==> config.mk <==
export PLATFORM = sky130hd
export DESIGN_NAME = dmacc_top
export DESIGN_NICKNAME = d
export VERILOG_FILES = /design/src/logic/dmacc_pkg.sv /design/src/logic/dmacc_arb.sv /design/src/logic/dmacc_chan.sv /design/src/logic/dmacc_top.sv
export SDC_FILE = /design/constraint.sdc
export NUM_CORES = 1
export LEC_CHECK = 0
export ABC_CLOCK_PERIOD_IN_PS = 5700
export BUFFER_PORTS_ARGS = -buffer_cell sky130_fd_sc_hd__buf_2
export CORE_MARGIN = 2
export CORE_UTILIZATION = 60
export DETAILED_ROUTE_END_ITERATION = 10
export PLACE_DENSITY = 0.85
export SYNTH_ARGS = -nofsm -noshare
export SYNTH_HDL_FRONTEND = slang
export SYNTH_SLANG_ARGS = --single-unit
==> constraint.sdc <==
create_clock -name clk -period 5.7 [get_ports clk]
set_clock_uncertainty 0.05 [all_clocks]
set_input_delay 0.285 -clock clk [delete_from_list [all_inputs] [get_ports clk]]
set_output_delay 0.285 -clock clk [all_outputs]
set_load 0.02 [all_outputs]
==> src/logic/dmacc_pkg.sv <==
package dmacc_pkg;
    // per-channel register window
    localparam logic [7:0] CH_STRIDE = 8'h20;
    localparam logic [2:0] IDX_CON = 3'h0;
    localparam logic [2:0] IDX_RAM_A = 3'h1;
    localparam logic [2:0] IDX_RAM_B = 3'h2;
    localparam logic [2:0] IDX_PADR = 3'h3;
    localparam logic [2:0] IDX_CNT = 3'h4;
    // global registers
    localparam logic [7:0] OFS_LCA = 8'h80;
    localparam logic [7:0] OFS_INT_STAT = 8'h84;
    localparam logic [7:0] OFS_INT_MASK = 8'h88;
    // control field positions
    localparam int CON_EN = 15;
    localparam int CON_SIZE = 14;
    localparam int CON_DIR = 13;
    localparam int CON_HALF = 12;
    localparam int CON_NULL_PERIPHERAL_WRITE = 11;
    localparam int CON_AM_LSB = 4;
    localparam int CON_MODE_LSB = 0;
    localparam logic [15:0] CON_WMASK = 16'hF833;
    localparam logic [15:0] CON_RST = 16'h0000;
    localparam logic [15:0] ADDR_RST = 16'h0000;
    localparam logic [3:0] LCA_RST = 4'hF;
    localparam logic [15:0] BYTE_MASK = 16'h00FF;
    localparam logic [15:0] NULL_DATA = 16'h0000;
    localparam logic [15:0] STEP_BYTE = 16'h0001;
    localparam logic [15:0] STEP_WORD = 16'h0002;
    // operating modes
    localparam logic [1:0] MODE_CONT = 2'h0;
    localparam logic [1:0] MODE_ONE = 2'h1;
    localparam logic [1:0] MODE_PP_CONT = 2'h2;
    localparam logic [1:0] MODE_PP_ONE = 2'h3;
    // addressing modes
    localparam logic [1:0] AM_INC = 2'h0;
    localparam logic [1:0] AM_NOINC = 2'h1;
    localparam logic [1:0] AM_PIA = 2'h2;
    typedef enum logic [3:0] {
        S_IDLE = 4'b0001,
        S_RD = 4'b0010,
        S_WR = 4'b0100,
        S_NUL = 4'b1000
    } dmacc_state_t;
endpackage : dmacc_pkg

==> src/logic/dmacc_arb.sv <==
`timescale 1ns/1ps
module dmacc_arb #(
    parameter int N = 4,
    parameter int W = 2
) (
    input wire logic clk, // system clock
    input wire logic nrst, // async reset, low
    input wire logic [N-1:0] req, // pending channel requests
    input wire logic take, // engine can accept a grant
    output logic gnt, // one-cycle grant pulse
    output logic [W-1:0] gnt_idx // granted channel
);
    logic [W-1:0] pick;

    // lowest channel number wins; fixed priority keeps timing simple
    always_comb begin
        pick = '0;
        for (int i = N - 1; i >= 0; i--) begin
            if (req[i]) begin
                pick = W'(i);
            end
        end
    end

    // registered grant, never two in a row
    always_ff @(posedge clk or negedge nrst) begin
        if (!nrst) begin
            gnt <= 1'b0;
            gnt_idx <= '0;
        end else begin
            gnt <= take && (|req) && !gnt;
            if (take && (|req) && !gnt) begin
                gnt_idx <= pick;
            end
        end
    end
endmodule : dmacc_arb

==> src/logic/dmacc_chan.sv <==
`timescale 1ns/1ps
module dmacc_chan
    import dmacc_pkg::*;
(
    input wire logic clk, // system clock
    input wire logic nrst, // async reset, low
    input wire logic start, // channel just enabled
    input wire logic step, // one transfer of this channel finished
    input wire logic [1:0] mode, // operating mode
    input wire logic half_sel, // interrupt at half block
    input wire logic [15:0] cnt, // transfers per block minus one
    output logic [15:0] idx, // transfers done in this block
    output logic buf_b, // second ping-pong buffer in use
    output logic blk_evt, // block interrupt event
    output logic stop // channel must disable itself
);
    logic last;
    logic halfpt;

    assign last = step && (idx == cnt);
    assign halfpt = step && (idx == (cnt >> 1));
    assign blk_evt = half_sel ? halfpt : last;
    // stop after buffer B; one-shot stop
    assign stop = last && ((mode == MODE_ONE) || ((mode == MODE_PP_ONE) && buf_b));

    // block position counter
    always_ff @(posedge clk or negedge nrst) begin
        if (!nrst) begin
            idx <= 16'h0000;
        end else if (start || last) begin
            idx <= 16'h0000;
        end else if (step) begin
            idx <= idx + 16'h0001;
        end
    end

    always_ff @(posedge clk or negedge nrst) begin
        if (!nrst) begin
            buf_b <= 1'b0;
        end else if (start) begin
            buf_b <= 1'b0;
        end else if (last && mode[1]) begin
            buf_b <= ~buf_b;
        end
    end
endmodule : dmacc_chan

==> src/logic/dmacc_top.sv <==
// The APB register port and the register offsets were decided locally.
`timescale 1ns/1ps
module dmacc_top
    import dmacc_pkg::*;
#(
    parameter int NCH = 4
) (
    input wire logic clk, // system clock, 40 MHz
    input wire logic nrst, // async reset, low
    input wire logic psel, // apb select
    input wire logic penable, // apb access phase
    input wire logic pwrite, // apb write
    input wire logic [7:0] paddr, // apb byte address
    input wire logic [31:0] pwdata, // apb write data
    output logic [31:0] prdata, // apb read data
    output logic pready, // apb ready
    output logic pslverr, // apb error on unmapped address
    output logic irq, // level interrupt
    input wire logic [NCH-1:0] xfer_req, // peripheral transfer request pulses
    input wire logic [15:0] pia_addr, // RAM address from peripheral
    output logic bus_req, // transfer cycle active
    output logic bus_we, // write cycle
    output logic bus_periph, // peripheral space, else RAM
    output logic bus_byte, // byte wide cycle
    output logic [15:0] bus_addr, // cycle address
    output logic [15:0] bus_wdata, // write data
    input wire logic [15:0] bus_rdata, // read data, valid with ack
    input wire logic bus_ack // cycle completes
);
    localparam int CW = 2;

    logic [15:0] con [NCH];
    logic [15:0] ram_a [NCH];
    logic [15:0] ram_b [NCH];
    logic [15:0] padr [NCH];
    logic [15:0] cnt [NCH];
    logic [15:0] idx [NCH];
    logic [NCH-1:0] buf_b;
    logic [NCH-1:0] blk_evt;
    logic [NCH-1:0] stop;
    logic [NCH-1:0] start;
    logic [NCH-1:0] step;
    logic [NCH-1:0] pend;
    logic [NCH-1:0] int_stat;
    logic [NCH-1:0] int_mask;
    logic [3:0] lca;
    logic gnt;
    logic [CW-1:0] gnt_idx;
    logic [CW-1:0] cur;
    dmacc_state_t state;
    logic xfer_done;
    logic [15:0] ram_cur;
    logic [15:0] per_cur;
    logic dir_cur;
    logic null_cur;
    logic [15:0] next_ram;
    logic apb_wr;
    logic apb_rd_phase;
    logic glb;
    logic [CW-1:0] sel_ch;
    logic [2:0] sel_reg;
    logic mapped;
    logic [31:0] next_rdata;

    // address decode: low half is channel windows, high half global
    assign glb = paddr[7];
    assign sel_ch = paddr[6:5];
    assign sel_reg = paddr[4:2];
    assign mapped = glb ? (paddr == OFS_LCA || paddr == OFS_INT_STAT || paddr == OFS_INT_MASK)
                        : (sel_reg <= IDX_CNT && 32'(sel_ch) < NCH);
    assign apb_rd_phase = psel && penable && !pready;
    assign apb_wr = psel && penable && pready && pwrite && mapped;

    // one wait state; ready, data and error come from flops
    always_ff @(posedge clk or negedge nrst) begin
        if (!nrst) begin
            pready <= 1'b0;
            pslverr <= 1'b0;
            prdata <= 32'h0000_0000;
        end else begin
            pready <= apb_rd_phase;
            pslverr <= apb_rd_phase && !mapped;
            if (apb_rd_phase && !pwrite) begin
                prdata <= next_rdata;
            end
        end
    end

    // read mux, unused upper bits read as zero
    always_comb begin
        next_rdata = 32'h0000_0000;
        if (glb) begin
            unique case (paddr)
                OFS_LCA: next_rdata = {28'h000_0000, lca};
                OFS_INT_STAT: next_rdata = 32'(int_stat);
                OFS_INT_MASK: next_rdata = 32'(int_mask);
                default: next_rdata = 32'h0000_0000;
            endcase
        end else if (32'(sel_ch) < NCH) begin
            unique case (sel_reg)
                IDX_CON: next_rdata = {16'h0000, con[sel_ch]};
                IDX_RAM_A: next_rdata = {16'h0000, ram_a[sel_ch]};
                IDX_RAM_B: next_rdata = {16'h0000, ram_b[sel_ch]};
                IDX_PADR: next_rdata = {16'h0000, padr[sel_ch]};
                IDX_CNT: next_rdata = {16'h0000, cnt[sel_ch]};
                default: next_rdata = 32'h0000_0000;
            endcase
        end
    end

    genvar g;
    generate
        for (g = 0; g < NCH; g++) begin : gch
            logic hit;
            assign hit = apb_wr && !glb && (32'(sel_ch) == g);

            // control word; a software write beats the hardware self-clear
            always_ff @(posedge clk or negedge nrst) begin
                if (!nrst) begin
                    con[g] <= CON_RST;
                    start[g] <= 1'b0;
                end else begin
                    start[g] <= hit && sel_reg == IDX_CON && pwdata[CON_EN] && !con[g][CON_EN];
                    if (hit && sel_reg == IDX_CON) begin
                        con[g] <= pwdata[15:0] & CON_WMASK;
                    end else if (stop[g]) begin
                        con[g][CON_EN] <= 1'b0;
                    end
                end
            end

            // address and count registers
            always_ff @(posedge clk or negedge nrst) begin
                if (!nrst) begin
                    ram_a[g] <= ADDR_RST;
                    ram_b[g] <= ADDR_RST;
                    padr[g] <= ADDR_RST;
                    cnt[g] <= ADDR_RST;
                end else if (hit) begin
                    if (sel_reg == IDX_RAM_A) ram_a[g] <= pwdata[15:0];
                    if (sel_reg == IDX_RAM_B) ram_b[g] <= pwdata[15:0];
                    if (sel_reg == IDX_PADR) padr[g] <= pwdata[15:0];
                    if (sel_reg == IDX_CNT) cnt[g] <= pwdata[15:0];
                end
            end

            // requests only count while enabled; a new request wins over the grant clear
            always_ff @(posedge clk or negedge nrst) begin
                if (!nrst) begin
                    pend[g] <= 1'b0;
                end else if (!con[g][CON_EN]) begin
                    pend[g] <= 1'b0;
                end else if (xfer_req[g]) begin
                    pend[g] <= 1'b1;
                end else if (gnt && gnt_idx == CW'(g)) begin
                    pend[g] <= 1'b0;
                end
            end

            assign step[g] = xfer_done && (cur == CW'(g));

            dmacc_chan u_chan (
                .clk(clk),
                .nrst(nrst),
                .start(start[g]),
                .step(step[g]),
                .mode(con[g][CON_MODE_LSB +: 2]),
                .half_sel(con[g][CON_HALF]),
                .cnt(cnt[g]),
                .idx(idx[g]),
                .buf_b(buf_b[g]),
                .blk_evt(blk_evt[g]),
                .stop(stop[g])
            );
        end
    endgenerate

    dmacc_arb #(.N(NCH), .W(CW)) u_arb (
        .clk(clk),
        .nrst(nrst),
        .req(pend),
        .take(state == S_IDLE),
        .gnt(gnt),
        .gnt_idx(gnt_idx)
    );

    // RAM address for the granted channel
    always_comb begin
        logic [15:0] base;
        logic [15:0] stp;
        base = buf_b[gnt_idx] ? ram_b[gnt_idx] : ram_a[gnt_idx];
        stp = con[gnt_idx][CON_SIZE] ? STEP_BYTE : STEP_WORD;
        next_ram = base;
        unique case (con[gnt_idx][CON_AM_LSB +: 2])
            AM_INC: next_ram = base + 16'(idx[gnt_idx] * stp);
            AM_NOINC: next_ram = base;
            AM_PIA: next_ram = pia_addr;
            default: next_ram = base;
        endcase
    end

    assign xfer_done = bus_ack && ((state == S_WR && !null_cur) || state == S_NUL);

    // transfer engine: read source, write destination, optional null write
    always_ff @(posedge clk or negedge nrst) begin
        if (!nrst) begin
            state <= S_IDLE;
            cur <= '0;
            ram_cur <= ADDR_RST;
            per_cur <= ADDR_RST;
            dir_cur <= 1'b0;
            null_cur <= 1'b0;
            bus_req <= 1'b0;
            bus_we <= 1'b0;
            bus_periph <= 1'b0;
            bus_byte <= 1'b0;
            bus_addr <= ADDR_RST;
            bus_wdata <= NULL_DATA;
        end else begin
            unique case (state)
                S_IDLE: begin
                    if (gnt && con[gnt_idx][CON_EN]) begin
                        state <= S_RD;
                        cur <= gnt_idx;
                        ram_cur <= next_ram;
                        per_cur <= padr[gnt_idx];
                        dir_cur <= con[gnt_idx][CON_DIR];
                        // null write only with direction clear
                        null_cur <= con[gnt_idx][CON_NULL_PERIPHERAL_WRITE] && !con[gnt_idx][CON_DIR];
                        bus_req <= 1'b1;
                        bus_we <= 1'b0;
                        bus_byte <= con[gnt_idx][CON_SIZE];
                        bus_periph <= !con[gnt_idx][CON_DIR];
                        bus_addr <= con[gnt_idx][CON_DIR] ? next_ram : padr[gnt_idx];
                    end
                end
                S_RD: begin
                    if (bus_ack) begin
                        state <= S_WR;
                        bus_we <= 1'b1;
                        bus_periph <= dir_cur;
                        bus_addr <= dir_cur ? per_cur : ram_cur;
                        // byte cycles carry the low byte only
                        bus_wdata <= bus_byte ? (bus_rdata & BYTE_MASK) : bus_rdata;
                    end
                end
                S_WR: begin
                    if (bus_ack && null_cur) begin
                        state <= S_NUL;
                        bus_periph <= 1'b1;
                        bus_addr <= per_cur;
                        bus_wdata <= NULL_DATA;
                    end else if (bus_ack) begin
                        state <= S_IDLE;
                        bus_req <= 1'b0;
                        bus_we <= 1'b0;
                    end
                end
                S_NUL: begin
                    if (bus_ack) begin
                        state <= S_IDLE;
                        bus_req <= 1'b0;
                        bus_we <= 1'b0;
                    end
                end
            endcase
        end
    end

    // all ones until first transfer; then serving channel
    always_ff @(posedge clk or negedge nrst) begin
        if (!nrst) begin
            lca <= LCA_RST;
        end else if (xfer_done) begin
            lca <= 4'(cur);
        end
    end

    // sticky block events, write one clears, event wins over clear
    always_ff @(posedge clk or negedge nrst) begin
        if (!nrst) begin
            int_stat <= '0;
            int_mask <= '0;
        end else begin
            if (apb_wr && paddr == OFS_INT_STAT) begin
                int_stat <= (int_stat & ~pwdata[NCH-1:0]) | blk_evt;
            end else begin
                int_stat <= int_stat | blk_evt;
            end
            if (apb_wr && paddr == OFS_INT_MASK) begin
                int_mask <= pwdata[NCH-1:0];
            end
        end
    end

    // interrupt level lags status by one cycle
    always_ff @(posedge clk or negedge nrst) begin
        if (!nrst) begin
            irq <= 1'b0;
        end else begin
            irq <= |(int_stat & int_mask);
        end
    end
endmodule : dmacc_top

==> results.toml <==
[outcome]
status = "complete, no violations"

[die]
initial_utilization_pct = 60.4
die_x_um = 214
ios = 153
core_area_um2 = 43900
fp-row-count = 77
die_h_um = 214
dieArea_um2 = 45900

[logic_synthesis]
synth_flop_cell = "dfrtp_1"
synth_cells = 2187
syn_area_um2 = 26500
synth_area_leader_cell = "dfrtp_1"
yosys_register_bits = 477
synth_edf_count = 0
yosysSeqAreaShare_pct = 45.0
ys.warnings.count = 0
synthArstFlopShare_pct = 100
yosys.area.top_type_share_pct = 44.6
synth_area_per_cell_um2 = 12.1
synthDistinctLibCells = 71
synth.area.top_cells = "dfrtp_1 (45%), mux2_2 (14%), mux4_2 (12%), xnor2_1 (3.4%), xor2_1 (2.8%)"

[timing]
max_freq_mhz = 223
rsz0062_at_grt = "no"
worst_hold_slack_ns = 0.0277
slew_headroom_pct = 16.7
fin_ws_ns = 1.21
finalSetupViolations = 0
fin_crit_ns = 4.49
fin_crit_sh_pct = 78.8
hold_viol_final = 0
fin_setup_tns_ns = 0
slew_viol_final = 0
tightest_slew_ns = 1.24

[power_and_ir_drop]
intPower_w = 0.00609
clockPowerShare_pct = 41.2
pwr_density_cell_nw_per_um2 = 292
p_leak_nw = 13.7
total_power_w = 0.00852
switching_share_pct = 28.5
p_seq_share_pct = 43.8
ir_drop_mv = 0.231
comb_power_share_pct = 15.0
power_switching_w = 0.00243

[job]
cap_violations = 0

[worst_setup_path]
rr_worst_depth = 13
end_kind = "register"
r2r-start = "u_arb.gnt_idx[0]"
startpoint = "u_arb.gnt_idx[0]"
cp.required_ns = 6.19
rrSetupSlack_ns = 1.21
worstReg2RegEnd = "bus_addr[9]"
setup.worst_path.class = "register to register"
path_max_fanout = 22
critPathArrivalTime_ns = 4.98
startpoint_type = "register"

[cells_and_area]
area_growth_pct = 10.2
multi_input_area_um2 = 13700
fin_nets = 2329
regArea_um2 = 11900
fillers = 3117
drive_above_1_share_pct = 32.3
n_antenna_cell = 0

[routing]
drtIter0Drc = 2282
wl_per_cell_um = 27.1
dr.pass1.iters = 8
drt-total-wl_mm = 77.3
ant_nets = 0
drc_errors = 0
vias = 19077
viasPerCell = 6.70

[grt]
grt_max_degree = 167
grt_pass1_vias = 19091
antenna_found_initial = 1
grt_pass1_wl_mm = 117
grt_usage_pct = 33.8
grt_overflow = 0

[cts]
cts_buffers = 50
clk_pin_slew_ns = 0.06
clock-sinks = 477
post_cts.repair.setup_buffers = 0
cts_buffer_depth = 3
cts_resized = 0
cts_tree = "yes"
h-tree-depth = 2
clock_latency_ns = 0.64
root_buffer = "clkbuf_16"
hold_buffers = 23

[hold_path]
min_path_cells = 3
whs_endpoint = "pslverr"
min_path_type = "primary input to register"
hold_start = "paddr[3]"

[place]
place_ws_ns = 1.17
place_congestion = 0.974
portBuffers = 120
hpwl_mm = 52.8
flip-flops by register name, indices dropped and copies added (netlist names), 36 cells and up:
| signal | count |
|---|---|
| con | 36 |
| padr | 64 |
| ram_b | 64 |
| gch.u_chan.idx | 64 |
| ram_a | 64 |
| cnt | 64 |
critical path, stage by stage (launching register included):
cell,delay (ns)
dfrtp_4,0.51
buf_4,0.43
mux4_2,0.56
mux2_2,0.34
ha_1,0.30
ha_1,0.23
fa_1,0.47
a21o_1,0.21
a21oi_1,0.22
o21ai_0,0.14
and3_1,0.20
o311ai_0,0.45
nand3_1,0.14
a31oi_1,0.18
metrics by stage:
| stage | utilization [%] | area [µm²] | cells |
|---|---|---|---|
| floorplan | - | 26600 | 2202 |
| global placement | 62.0 | 27200 | 2730 |
| detailed placement | 62.0 | 27200 | 2730 |
| CTS | 66.5 | 29200 | 2846 |
| global route | 66.5 | 29200 | 2846 |
| finish | 66.5 | 29200 | 2846 |
cells by family after synthesis:
| group | after synthesis | share of synthesized area, % |
|---|---|---|
| multiplexers | 505 | 27.5 |
| flip-flops | 477 | 45.0 |
| AND/OR/NAND/NOR | 464 | 8.57 |
| AO/OA/AOI/OAI | 290 | 7.35 |
| buffers and inverters | 229 | 3.75 |
| XOR/XNOR | 187 | 6.18 |
| adder cells (fa/ha/maj) | 34 | 1.63 |
| other | 1 | 0.0141 |
cells in the mapped netlist, drive strengths merged (5+ instances only):
cell / n
nand4: 48
a22o: 9
a2111oi: 6
o31ai: 6
ha: 33
xor2: 84
dfrtp: 473
nor2b: 12
a21o: 14
o211ai: 9
xnor2: 103
o21a: 5
or2: 5
o22ai: 12
mux4: 145
nor3: 14
o22a: 5
and2: 10
a222oi: 19
nor2: 125
o21ai: 94
o211a: 5
a31oi: 7
inv: 27
nand3: 25
nor4: 16
nand2b: 18
a21oi: 61
clkbuf: 134
mux2i: 24
buf: 67
nand2: 137
a22oi: 23
or3: 13
nor3b: 5
mux2: 336
and3: 18
layout by cell type, fill, tap and decap left out, types with 7 or more instances in the layout:
master           n
inv_1           27
o21ai_0         92
nor2b_1         12
nor3_1          11
buf_2          117
nor2_1         125
a21o_1          14
xor2_1          84
bufinv_16        8
clkinv_2        10
mux2i_1         24
nand3_1         25
clkbuf_16       50
dfrtp_1        471
conb_1          16
nor4_1          16
or3_1           13
clkbuf_1        12
nand2_1        133
mux2_2         336
dlygate4sd3_1   23
a222oi_1        19
xnor2_1        103
and2_1           9
mux4_2         145
a22o_1           9
a22oi_1         23
buf_4           17
o22ai_1         12
a21oi_1         61
ha_1            33
nand4_1         47
and3_1          18
nand2b_1        18
o211ai_1         9
a31oi_1          7
power groups by stage:
stage	sequential, W	clock (W)	combinational [W]
final	0.00374	0.00351	0.00127
after global routing	0.00375	0.00366	0.00138
after CTS	0.00372	0.00353	0.00127
after detailed placement	0.00378	0	0.00125
after global placement	0.00378	0	0.00122
after floorplan	0.00386	0	0.000734
area by class of cell:
cell class | count | area share, %
clock buffers | 67 | 4.67
clock inverters | 26 | 1.39
inverters | 28 | 0.360
multi-input cells | 1496 | 46.7
flip-flops and latches | 477 | 40.9
well taps | 592 | 2.53
repair buffers | 160 | 3.42
how the worst max path moves through the flow:
stage                        endpoint  slack, ns  depth (start not counted)
final                     bus_addr[9]       1.21                         13
after global routing      bus_addr[9]       0.90                         13
after CTS                 bus_addr[9]       1.18                         13
after detailed placement  bus_addr[9]       1.17                         13
after global placement    bus_addr[9]       1.19                         13
after floorplan           bus_addr[9]       0.83                         17
layer usage:
metal / global-route usage, % / part of all wire (%) / vias to the layer above / routed length (µm)
met3: 7.59 / 10 / 197 / 7770
met1: 47.4 / 40 / 9809 / 31000
met5: 0 / 0 / - / 0
met2: 50.6 / 45 / 1039 / 34700
li1: - / - / 8032 / -
met4: 15.9 / 5.0 / 0 / 3830
Note: power is estimated with default switching activity, not from simulation.
